===== config.mk =====
export PLATFORM = sky130hd
export DESIGN_NAME = tsfoc_tx_ctrl
export DESIGN_NICKNAME = d
export VERILOG_FILES = /design/src/tsfoc_pkg.sv /design/src/tsfoc_scrambler.sv /design/src/tsfoc_sig_mem.sv /design/src/tsfoc_tx_ctrl.sv
export SDC_FILE = /design/constraint.sdc
export NUM_CORES = 1
export LEC_CHECK = 0
export BUFFER_PORTS_ARGS = -buffer_cell sky130_fd_sc_hd__buf_2
export CAP_MARGIN = 20
export CORE_MARGIN = 10
export CORE_UTILIZATION = 56
export DETAILED_ROUTE_END_ITERATION = 10
export PLACE_DENSITY = 0.75
export SLEW_MARGIN = 20
export SYNTH_ARGS = -nofsm -noshare
export SYNTH_HDL_FRONTEND = slang
export SYNTH_SLANG_ARGS = --single-unit

===== constraint.sdc =====
create_clock -name clk -period 5.45 [get_ports clk]
set_input_delay 0.2725 -clock clk [delete_from_list [all_inputs] [get_ports clk]]
set_output_delay 0.2725 -clock clk [all_outputs]
set_load 0.005 [all_outputs]

===== src/tsfoc_pkg.sv =====
package tsfoc_pkg;
   // ****************************************
   // register indices, byte address is four times the index
   // ****************************************
   localparam logic [9:0] IDX_SIG_PORT = 10'h084;
   localparam logic [9:0] IDX_START_DELAY = 10'h085;
   localparam logic [9:0] IDX_CMD_ONE = 10'h086;
   localparam logic [9:0] IDX_CMD_TWO = 10'h087;
   localparam logic [9:0] IDX_CMD_COMMON = 10'h0C0;
   localparam logic [9:0] IDX_PTR_RST = 10'h0D5;
   localparam logic [9:0] IDX_COPY_TRIG = 10'h0DB;
   localparam logic [9:0] IDX_TX_STATUS = 10'h0F8;
   // ****************************************
   // fields and reset values
   // ****************************************
   localparam int CMD1_SCRAM = 0;
   localparam int CMD1_CRC_INJ = 1;
   localparam int CMD1_OVH_EN = 2;
   localparam int CMD1_FORCE_ONES = 3;
   localparam int CMD1_SIG_TEST = 4;
   localparam int CMD2_TAP = 1;
   localparam int CMD2_NSB_LSB = 2;
   localparam int COMMON_RATE_LSB = 3;
   localparam logic [7:0] RST_START_DELAY = 8'h00;
   localparam logic [5:0] RST_CMD_ONE = 6'h00;
   localparam logic [7:0] RST_CMD_TWO = 8'h00;
   localparam logic [7:0] RST_CMD_COMMON = 8'h00;
   // ****************************************
   // sizes and timing
   // ****************************************
   localparam int SIG_DEPTH = 48;
   localparam int CRC_LEN = 6;
   localparam int SYNC_LEN = 14;
   localparam int SCR_LEN = 23;
   localparam int TAP_LOW = 5;
   localparam int TAP_HIGH = 18;
   localparam int FRAME_TIME_NS = 6000000;
   localparam int CLK_PERIOD_NS = 4;
   localparam int FRAME_CYCLES = FRAME_TIME_NS / CLK_PERIOD_NS;

   typedef enum logic [2:0] {
      ST_IDLE = 3'h0,
      ST_DELAY = 3'h1,
      ST_SYNC = 3'h3,
      ST_CRC = 3'h2,
      ST_SIG = 3'h6,
      ST_PAY = 3'h7
   } tsfoc_state_type;

   // crc polynomial x^6 + x + 1, one bit per call
   function automatic logic [5:0] tsfoc_crc6(input logic [5:0] crc, input logic din);
      logic fb;
      fb = crc[5] ^ din;
      return {crc[4:1], crc[0] ^ fb, fb};
   endfunction
endpackage


===== src/tsfoc_scrambler.sv =====
`timescale 1ns/1ps
module tsfoc_scrambler (
   input wire logic clk,
   input wire logic rst_b,
   input wire logic ce,
   input wire logic advance,
   input wire logic enable,
   input wire logic tap_sel,
   input wire logic in_bit,
   output logic out_bit
);
   import tsfoc_pkg::*;
   logic [SCR_LEN-1:0] sreg;
   logic tap_bit;

   // self-synchronising, taps 5 or 18 of 23
   assign tap_bit = tap_sel ? sreg[TAP_HIGH-1] : sreg[TAP_LOW-1];
   assign out_bit = enable ? (in_bit ^ sreg[SCR_LEN-1] ^ tap_bit) : in_bit;

   always_ff @(posedge clk) begin
      if (!rst_b) begin
         sreg <= '0;
      end else if (ce && advance) begin
         sreg <= {sreg[SCR_LEN-2:0], out_bit};
      end
   end
endmodule


===== src/tsfoc_sig_mem.sv =====
`timescale 1ns/1ps
module tsfoc_sig_mem #(
   parameter int WIDTH = 8,
   parameter int DEPTH = 48,
   parameter int AW = 6
) (
   input wire logic clk,
   input wire logic rst_b,
   input wire logic ce,
   input wire logic wr_en,
   input wire logic [AW-1:0] wr_addr,
   input wire logic [WIDTH-1:0] wr_data,
   input wire logic [AW-1:0] rd_addr,
   output logic [WIDTH-1:0] rd_data
);
   logic [WIDTH-1:0] mem [DEPTH];

   always_ff @(posedge clk) begin
      if (ce && wr_en) begin
         mem[wr_addr] <= wr_data;
      end
   end

   always_ff @(posedge clk) begin
      if (!rst_b) begin
         rd_data <= '0;
      end else if (ce) begin
         rd_data <= mem[rd_addr];
      end
   end
endmodule


===== src/tsfoc_tx_ctrl.sv =====
// Design decision made here: register access over Wishbone.
`timescale 1ns/1ps
// Overview of operation
// - two 48-byte signaling stores: host-loaded input, muxer-read output
// - valid signaling bits per entry come from command register two
// - signaling bits are left aligned, first bit sent is entry msb
// - interrupt period 6, 3, 2 or 1 ms by update-rate field
// - whole input store copied to output at each load interrupt while test enable is clear
// - pointer reset write clears write pointer; entries then written in order
// - write pointer advances per buffer write, wraps after entry 48
// - pointer reset clears read pointer; reads step and wrap after 48
// - copy trigger write copies input to output only in test mode
// - test enable allows host copies and stops automatic copies
// - start delay from pcm frame to sync, field zero is one cycle
// - command bits 0 to 3 sampled per frame, used by that frame
// - force-ones replaces every payload bit with one
// - force-ones plus scrambler, no overhead, gives scrambled ones
// - scrambler covers all bits except sync word, tap from register two
module tsfoc_tx_ctrl #(
   parameter int FRAME_CYCLES_P = tsfoc_pkg::FRAME_CYCLES,
   parameter int FRAME_BITS = 4704,
   parameter logic [tsfoc_pkg::SYNC_LEN-1:0] SYNC_WORD = 14'h0F35
) (
   input wire logic clk,
   input wire logic rst_b,
   input wire logic ce,
   input wire logic cyc_i,
   input wire logic stb_i,
   input wire logic we_i,
   input wire logic [11:0] adr_i,
   input wire logic [3:0] sel_i,
   input wire logic [31:0] dat_i,
   output logic [31:0] dat_o,
   output logic ack_o,
   input wire logic pcm_frame,
   input wire logic pay_bit,
   output logic pay_req,
   output logic tx_data,
   output logic tx_sync,
   output logic load_signaling_interrupt
);
   import tsfoc_pkg::*;

   localparam int SUB_W = $clog2(FRAME_CYCLES_P + 1);
   localparam int BIT_W = $clog2(FRAME_BITS + 1);

   function automatic logic [5:0] next_entry(input logic [5:0] p);
      return (p == 6'(SIG_DEPTH - 1)) ? 6'h00 : p + 6'h01;
   endfunction

   logic [7:0] start_delay, cmd_two, cmd_common;
   logic [5:0] cmd_one, cmd_act;
   logic [5:0] wr_ptr, rd_ptr, copy_idx, copy_widx;
   logic copy_req, copy_busy, copy_wv, copy_go;
   logic [7:0] in_rdata, out_rdata;
   logic [5:0] out_raddr;
   logic [9:0] idx;
   logic req, is_port, stall, bufrd, start_rd, rd_pend, wr_do;
   logic [31:0] rd_mux;
   logic pcm_s1, pcm_s2, pcm_s3, pcm_edge;
   logic [SUB_W-1:0] sub_cnt, sub_len;
   logic tick;
   tsfoc_state_type state;
   logic [7:0] dly_cnt;
   logic [BIT_W-1:0] bit_cnt;
   logic [4:0] seg;
   logic [5:0] sig_idx;
   logic [3:0] sig_bit, nsb;
   logic [5:0] crc_acc, crc_hold;
   logic raw_bit, scr_bit, sig_last;

   // ****************************************
   // wishbone slave
   // ****************************************
   assign idx = adr_i[11:2];
   assign req = cyc_i & stb_i & ~ack_o;
   assign is_port = (idx == IDX_SIG_PORT);
   assign stall = is_port & (copy_req | copy_busy | copy_wv | (~we_i & (state == ST_CRC | state == ST_SIG)));
   assign bufrd = req & is_port & ~we_i;
   assign start_rd = bufrd & ~rd_pend & ~stall;
   assign wr_do = cyc_i & stb_i & we_i & ack_o;

   always_comb begin
      case (idx)
         IDX_SIG_PORT: rd_mux = {24'h000000, out_rdata};
         IDX_START_DELAY: rd_mux = {24'h000000, start_delay};
         IDX_CMD_ONE: rd_mux = {26'h0000000, cmd_one};
         IDX_CMD_TWO: rd_mux = {24'h000000, cmd_two};
         IDX_CMD_COMMON: rd_mux = {24'h000000, cmd_common};
         IDX_TX_STATUS: rd_mux = {13'h0000, copy_busy, state, 3'h0, wr_ptr, rd_ptr};
         default: rd_mux = 32'h00000000;
      endcase
   end

   always_ff @(posedge clk) begin
      if (!rst_b) begin
         ack_o <= 1'b0;
         rd_pend <= 1'b0;
         dat_o <= 32'h00000000;
      end else if (ce) begin
         ack_o <= req & (bufrd ? rd_pend : ~stall);
         rd_pend <= start_rd;
         dat_o <= rd_mux;
      end
   end

   always_ff @(posedge clk) begin
      if (!rst_b) begin
         start_delay <= RST_START_DELAY;
         cmd_one <= RST_CMD_ONE;
         cmd_two <= RST_CMD_TWO;
         cmd_common <= RST_CMD_COMMON;
      end else if (ce && wr_do && sel_i[0]) begin
         case (idx)
            IDX_START_DELAY: start_delay <= dat_i[7:0];
            IDX_CMD_ONE: cmd_one <= dat_i[5:0];
            IDX_CMD_TWO: cmd_two <= dat_i[7:0];
            IDX_CMD_COMMON: cmd_common <= dat_i[7:0];
            default: ;
         endcase
      end
   end

   // ****************************************
   // signaling pointers and stores
   // ****************************************
   always_ff @(posedge clk) begin
      if (!rst_b) begin
         wr_ptr <= 6'h00;
         rd_ptr <= 6'h00;
      end else if (ce) begin
         if (wr_do && idx == IDX_PTR_RST) begin
            wr_ptr <= 6'h00;
            rd_ptr <= 6'h00;
         end else if (wr_do && is_port) begin
            wr_ptr <= next_entry(wr_ptr);
         end else if (cyc_i && stb_i && !we_i && ack_o && is_port) begin
            rd_ptr <= next_entry(rd_ptr);
         end
      end
   end

   // input store, loaded by the host
   tsfoc_sig_mem #(.WIDTH(8), .DEPTH(SIG_DEPTH), .AW(6)) u_in_store (
      .clk(clk),
      .rst_b(rst_b),
      .ce(ce),
      .wr_en(wr_do & is_port),
      .wr_addr(wr_ptr),
      .wr_data(dat_i[7:0]),
      .rd_addr(copy_idx),
      .rd_data(in_rdata)
   );

   // output store, read by the muxer and by host test reads
   tsfoc_sig_mem #(.WIDTH(8), .DEPTH(SIG_DEPTH), .AW(6)) u_out_store (
      .clk(clk),
      .rst_b(rst_b),
      .ce(ce),
      .wr_en(copy_wv),
      .wr_addr(copy_widx),
      .wr_data(in_rdata),
      .rd_addr(out_raddr),
      .rd_data(out_rdata)
   );

   // ****************************************
   // copy engine
   // ****************************************
   assign copy_go = (tick & ~cmd_one[CMD1_SIG_TEST])
      | (wr_do & (idx == IDX_COPY_TRIG) & cmd_one[CMD1_SIG_TEST]);

   always_ff @(posedge clk) begin
      if (!rst_b) begin
         copy_req <= 1'b0;
         copy_busy <= 1'b0;
         copy_idx <= 6'h00;
      end else if (ce) begin
         if (copy_go) begin
            copy_req <= 1'b1;
         end else if (copy_req && !copy_busy && !(ack_o && is_port && we_i)) begin
            // a host write already acked lands before the copy starts
            copy_req <= 1'b0;
            copy_busy <= 1'b1;
            copy_idx <= 6'h00;
         end
         if (copy_busy) begin
            if (copy_idx == 6'(SIG_DEPTH - 1)) begin
               copy_busy <= 1'b0;
            end else begin
               copy_idx <= next_entry(copy_idx);
            end
         end
      end
   end

   always_ff @(posedge clk) begin
      if (!rst_b) begin
         copy_wv <= 1'b0;
         copy_widx <= 6'h00;
      end else if (ce) begin
         copy_wv <= copy_busy;
         copy_widx <= copy_idx;
      end
   end

   // ****************************************
   // pcm frame sync and load interrupt timing
   // ****************************************
   always_ff @(posedge clk) begin
      if (!rst_b) begin
         pcm_s1 <= 1'b0;
         pcm_s2 <= 1'b0;
         pcm_s3 <= 1'b0;
      end else if (ce) begin
         pcm_s1 <= pcm_frame;
         pcm_s2 <= pcm_s1;
         pcm_s3 <= pcm_s2;
      end
   end
   assign pcm_edge = pcm_s2 & ~pcm_s3;

   always_comb begin
      case (cmd_common[COMMON_RATE_LSB +: 2])
         2'h1: sub_len = SUB_W'(FRAME_CYCLES_P / 2);
         2'h2: sub_len = SUB_W'(FRAME_CYCLES_P / 3);
         2'h3: sub_len = SUB_W'(FRAME_CYCLES_P / 6);
         default: sub_len = SUB_W'(FRAME_CYCLES_P);
      endcase
   end
   assign tick = pcm_edge | (sub_cnt == '0);

   always_ff @(posedge clk) begin
      if (!rst_b) begin
         sub_cnt <= SUB_W'(FRAME_CYCLES_P - 1);
         load_signaling_interrupt <= 1'b0;
      end else if (ce) begin
         sub_cnt <= tick ? sub_len - SUB_W'(1) : sub_cnt - SUB_W'(1);
         load_signaling_interrupt <= tick;
      end
   end

   // ****************************************
   // frame sequencer
   // ****************************************
   assign nsb = (cmd_two[CMD2_NSB_LSB +: 4] > 4'h8) ? 4'h8 : cmd_two[CMD2_NSB_LSB +: 4];
   assign sig_last = (sig_bit == nsb - 4'h1);
   assign out_raddr = start_rd ? rd_ptr : ((state == ST_SIG && sig_last) ? next_entry(sig_idx) : sig_idx);
   assign pay_req = (state == ST_PAY);

   always_comb begin
      case (state)
         ST_SYNC: raw_bit = SYNC_WORD[SYNC_LEN - 1 - seg];
         ST_CRC: raw_bit = cmd_act[CMD1_OVH_EN] ? (crc_hold[3'(CRC_LEN - 1) - seg[2:0]] ^ cmd_act[CMD1_CRC_INJ]) : 1'b1;
         ST_SIG: raw_bit = cmd_act[CMD1_OVH_EN] ? out_rdata[3'h7 - sig_bit[2:0]] : 1'b1;
         ST_PAY: raw_bit = cmd_act[CMD1_FORCE_ONES] | pay_bit;
         default: raw_bit = 1'b0;
      endcase
   end

   always_ff @(posedge clk) begin
      if (!rst_b) begin
         state <= ST_IDLE;
         dly_cnt <= 8'h00;
         seg <= 5'h00;
         sig_idx <= 6'h00;
         sig_bit <= 4'h0;
         bit_cnt <= '0;
         cmd_act <= RST_CMD_ONE;
      end else if (ce) begin
         bit_cnt <= bit_cnt + BIT_W'(1);
         case (state)
            ST_IDLE: begin
               if (pcm_edge) begin
                  state <= ST_DELAY;
                  dly_cnt <= start_delay;
               end
            end
            ST_DELAY: begin
               dly_cnt <= dly_cnt - 8'h01;
               if (dly_cnt == 8'h00) begin
                  state <= ST_SYNC;
                  seg <= 5'h00;
                  bit_cnt <= '0;
                  cmd_act <= cmd_one;
               end
            end
            ST_SYNC: begin
               seg <= seg + 5'h01;
               if (seg == 5'(SYNC_LEN - 1)) begin
                  state <= ST_CRC;
                  seg <= 5'h00;
               end
            end
            ST_CRC: begin
               seg <= seg + 5'h01;
               sig_idx <= 6'h00;
               sig_bit <= 4'h0;
               if (seg == 5'(CRC_LEN - 1)) begin
                  state <= (nsb == 4'h0) ? ST_PAY : ST_SIG;
               end
            end
            ST_SIG: begin
               sig_bit <= sig_last ? 4'h0 : sig_bit + 4'h1;
               if (sig_last) begin
                  sig_idx <= next_entry(sig_idx);
                  if (sig_idx == 6'(SIG_DEPTH - 1)) begin
                     state <= ST_PAY;
                  end
               end
            end
            ST_PAY: begin
               if (bit_cnt >= BIT_W'(FRAME_BITS - 1)) begin
                  state <= ST_IDLE;
               end
            end
            default: state <= ST_IDLE;
         endcase
      end
   end

   // ****************************************
   // crc, scrambler and line output
   // ****************************************
   always_ff @(posedge clk) begin
      if (!rst_b) begin
         crc_acc <= 6'h00;
         crc_hold <= 6'h00;
      end else if (ce) begin
         if (state == ST_SYNC) begin
            crc_acc <= 6'h00;
         end else if (state == ST_SIG || state == ST_PAY) begin
            crc_acc <= tsfoc_crc6(crc_acc, raw_bit);
         end
         if (state == ST_PAY && bit_cnt >= BIT_W'(FRAME_BITS - 1)) begin
            crc_hold <= tsfoc_crc6(crc_acc, raw_bit);
         end
      end
   end

   tsfoc_scrambler u_scrambler (
      .clk(clk),
      .rst_b(rst_b),
      .ce(ce),
      .advance(state == ST_CRC || state == ST_SIG || state == ST_PAY),
      .enable(cmd_act[CMD1_SCRAM]),
      .tap_sel(cmd_two[CMD2_TAP]),
      .in_bit(raw_bit),
      .out_bit(scr_bit)
   );

   always_ff @(posedge clk) begin
      if (!rst_b) begin
         tx_data <= 1'b0;
         tx_sync <= 1'b0;
      end else if (ce) begin
         tx_data <= (state == ST_SYNC) ? raw_bit : (state != ST_IDLE && state != ST_DELAY) & scr_bit;
         tx_sync <= (state == ST_SYNC);
      end
   end
endmodule


==> flow_results.org <==
** Run status
- Outcome :: completed

** Yosys
- Synthesized instance count :: 3007
- The synthesized design contains 964 register bits.
- Commonest register cell after synthesis :: sky130_fd_sc_hd__edfxtp_1
- After synthesis, the share of flip-flops with an asynchronous set or reset is 0%.
- The synthesized design contains 768 enable-type register cells.
- Yosys printed 0 warnings.
- Syn Area/Cell :: ~14 sq um
- Cell Area, Synth :: roughly 41000 sq um
- Yosys mapped the design onto 90 distinct sky130hd cell types.
- Sequential element share of the synthesized area :: 66.1%

** GRT
- The first global-routing pass estimated 155 mm of wire.
- Number of antenna violations at the first check in global routing :: 2
- met2 is the most crowded layer.
- For this run, global-route usage on met3 was measured as 5.12%.
- Global routing used 23.2% of the available tracks.
- Maximum number of pins on one net before global-route repair :: 102
- Met2 Use GR :: 36.8%
- Global routing met1 resource utilization :: 31.1%
- Vias in the first global route :: 25600
- Remaining global-route overflow :: 0

** Clock tree
- Root buffer cell :: sky130_fd_sc_hd__clkbuf_16
- TritonCTS built the clock tree.
- The number of setup buffers added after CTS is 0.
- Number of buffers inserted during clock tree synthesis :: slightly above 90
- Number of sinks driven by the clock tree :: 964
- Skew-Pair Late Insertion Delay :: 0.67 ns
- Counting along the longest clock path gives a buffer depth of 3.
- H-tree Lvls :: 3
- After clock tree synthesis, the clock-pin slew on the worst setup and hold paths is ~0.07 ns.

** Cells and area
- In the layout the commonest cells are sky130_fd_sc_hd__edfxtp_1 (768), sky130_fd_sc_hd__nand2_1 (408), sky130_fd_sc_hd__nor2_1 (196), sky130_fd_sc_hd__dfxtp_1 (193), sky130_fd_sc_hd__nand3_1 (137).
- Area growth from synthesis to layout :: 10.2%
- The post-route netlist has 13.8% of its cells at a drive strength greater than 1.
- At the end of the flow, the number of nets in the layout was 3087.
- The repair_antennas step left the layout with diodes totalling 0.
- Leaving out fill and tap cells, the most frequent cell in the layout is sky130_fd_sc_hd__edfxtp_1.

** STA
- Crit share post-route :: just over 80%
- Clk_skew :: between 0.02 and 0.03 ns
- Measured against its own limit, the worst slew margin works out to 25.8%.
- Unrepaired setup endpoints after global routing :: false
- Final Hold Viols :: 0
- Final setup TNS :: 0 ns
- The worst path meets setup with 0.954 ns of slack.
- At the pin with the least slew margin, the transition time is 1.11 ns.
- Peak Freq :: between 200 and 250 MHz
- The max-slew violation count was 0.
- Endpoints failing setup :: 0
- The tightest hold path in the finished design has a slack of 0.0481 ns.
- Time the worst path needs with I/O delays and setup :: 4.50 ns

** Placement
- Final Wtd Congestion :: 0.936
- Buffers placed on the I/O ports in this run total 47.
- Timing analysis after detailed placement gives a worst setup slack of 1.04 ns.
- Detailed placement ended at an HPWL of 61.7 mm.

** Drt
- DRC violation total after the first TritonRoute iteration :: 3414
- The detail route stage leaves a number of antenna-violating nets equal to 0.
- In the routed layout, each cell is associated on average with a via count of 6.50.
- For this run, the detailed router's first-pass iteration total came to 6.
- Drt wl/cell :: 25.1 um
- Sum of routed wire length over all layers :: 102 mm
- After detailed routing, the number of remaining DRC violations is 0.
- The routed layout has around 26000 vias.

** Critical path
- Worst setup path start :: state[1]
- Capture instance of the worst register-to-register path :: u_out_store.rd_data[6]
- The worst setup path is captured at a flop.
- The worst register-to-register path begins at state[1].
- Type of element launching the critical path :: flop
- Internal reg-to-reg setup slack :: 0.95 ns
- At the worst endpoint, the arrival time is 5.06 ns.
- FF-to-FF path depth :: 12
- Critical Path Fanout Max :: 45
- For the worst setup path, the data required time is 6.01 ns.
- Path type of the worst setup path :: reg -> reg

** Hold path
- The worst hold path terminates at u_in_store.mem[39][0].
- Hold Path Stages :: 1
- Worst hold start :: dat_i[0]
- The path class of the tightest hold or removal check is in -> reg.

** Job
- The tool flagged a number of max-cap violations equal to 0.

** Power
- Peak supply drop :: approximately 0.34 mV
- The design draws 14700 uW.
- For this design the static power due to leakage is 0.0146 uW.
- Power spread over the standard cell area amounts to 327 nW/um^2.

** Floorplan
- Placeable Area :: 71900 sq um
- In this run the count of I/O pins placed on the die edge is 93.
- Die span in y :: 290 um
- Initial standard-cell utilization of the core :: 56.8%
- Number of cell rows :: 98
- The die is 290 um wide.
- The die covers ~84000 sq um.
-- worst max-delay path by stage --
stage                             endpoint  slack [ns]  depth (start not counted)
floorplan                      sub_cnt[20]        1.52                         18
global route        u_out_store.rd_data[6]        0.78                         12
CTS                 u_out_store.rd_data[6]        1.03                         13
global placement    u_out_store.rd_data[6]        1.23                         13
detailed placement  u_out_store.rd_data[6]        1.04                         12
finish              u_out_store.rd_data[6]        0.95                         12
-- metal layers --
metal / up-vias / share of wire (%)
met5: - / 0
met4: 0 / 3.6
met3: 254 / 11
met2: 1584 / 47
met1: 13000 / 39
li1: 11400 / -
-- layout make-up --
| type | instances | area, sq um |
|---|---|---|
| sequential | 964 | 27000 |
| fill | 5198 | 26900 |
| multi-input combinational | 1833 | 12900 |
| inverter | 17 | 63.8 |
| clock buffer | 118 | 2480 |
| tap | 950 | 1190 |
| timing repair buffer | 109 | 796 |
| clock inverter | 52 | 566 |
-- flip-flops by register name (all words and copies together), names as in the netlist, 13 cells and up --
signal            count
u_out_store.mem     384
bit_cnt              13
dat_o                16
u_scrambler.sreg     23
u_in_store.mem      384
sub_cnt              21
-- cell usage after synthesis (51+ instances only) --
library cell | n | share of area [%]
sky130_fd_sc_hd__edfxtp_1 | 768 | 57
sky130_fd_sc_hd__nand2_1 | 408 | 3.8
sky130_fd_sc_hd__nor2_1 | 198 | 1.8
sky130_fd_sc_hd__dfxtp_1 | 196 | 9.6
sky130_fd_sc_hd__nand3_1 | 137 | 1.7
sky130_fd_sc_hd__mux4_2 | 128 | 7.1
sky130_fd_sc_hd__a21oi_1 | 108 | 1.3
sky130_fd_sc_hd__mux2i_1 | 107 | 2.6
sky130_fd_sc_hd__clkbuf_1 | 100 | 0.92
sky130_fd_sc_hd__o21ai_0 | 98 | 1.2
sky130_fd_sc_hd__nor2b_1 | 88 | 1.3
sky130_fd_sc_hd__a22oi_1 | 57 | 1.0
sky130_fd_sc_hd__a21boi_0 | 51 | 0.94
sky130_fd_sc_hd__buf_2 | 51 | 0.63
-- per-stage QoR --
stage	area [sq um]	util (%)	std cells
6_report	45000	62.6	4043
5_1_grt	45000	62.6	4043
4_1_cts	44900	62.6	4042
3_5_place_dp	41900	58.3	3871
3_3_place_gp	41900	58.3	3871
2_1_floorplan	40900	-	3022
-- cells by family after synthesis --
group	Yosys count	share of synthesized area (%)
mux	245	9.97
xor+xnor	36	0.791
other cells	1	0.00919
compound gates	487	8.06
fa+ha+maj	14	0.429
buf+inv	225	2.58
flops	964	66.1
simple gates	1035	12.0
-- critical path: stages, from the launching register on --
cell and delay, ns:
sky130_fd_sc_hd__dfxtp_1 0.74, sky130_fd_sc_hd__nand2b_1 0.28, sky130_fd_sc_hd__and3_1 0.26, sky130_fd_sc_hd__and3_1 0.47, sky130_fd_sc_hd__nand2b_1 0.48, sky130_fd_sc_hd__o31a_2 0.58, sky130_fd_sc_hd__buf_12 0.30, sky130_fd_sc_hd__buf_4 0.21
sky130_fd_sc_hd__a21oi_1 0.08, sky130_fd_sc_hd__a22oi_1 0.23, sky130_fd_sc_hd__a211oi_1 0.10, sky130_fd_sc_hd__o21a_1 0.28, sky130_fd_sc_hd__o41ai_2 0.37
-- what timing repair did --
item,4_1_cts,5_1_grt
hold endpoints to repair,1,0
resized for setup,0,0
hold buffers,1,0
-- report_power, final --
| group | switching [uW] | leakage, uW | internal [uW] |
|---|---|---|---|
| clock | 2780 | 0.00148 | 3670 |
| combinational | 205 | 0.00456 | 79.5 |
| sequential | 24.2 | 0.00855 | 7940 |
| total | 3010 | 0.0146 | 11700 |
Power figures use the tool's default switching activity.
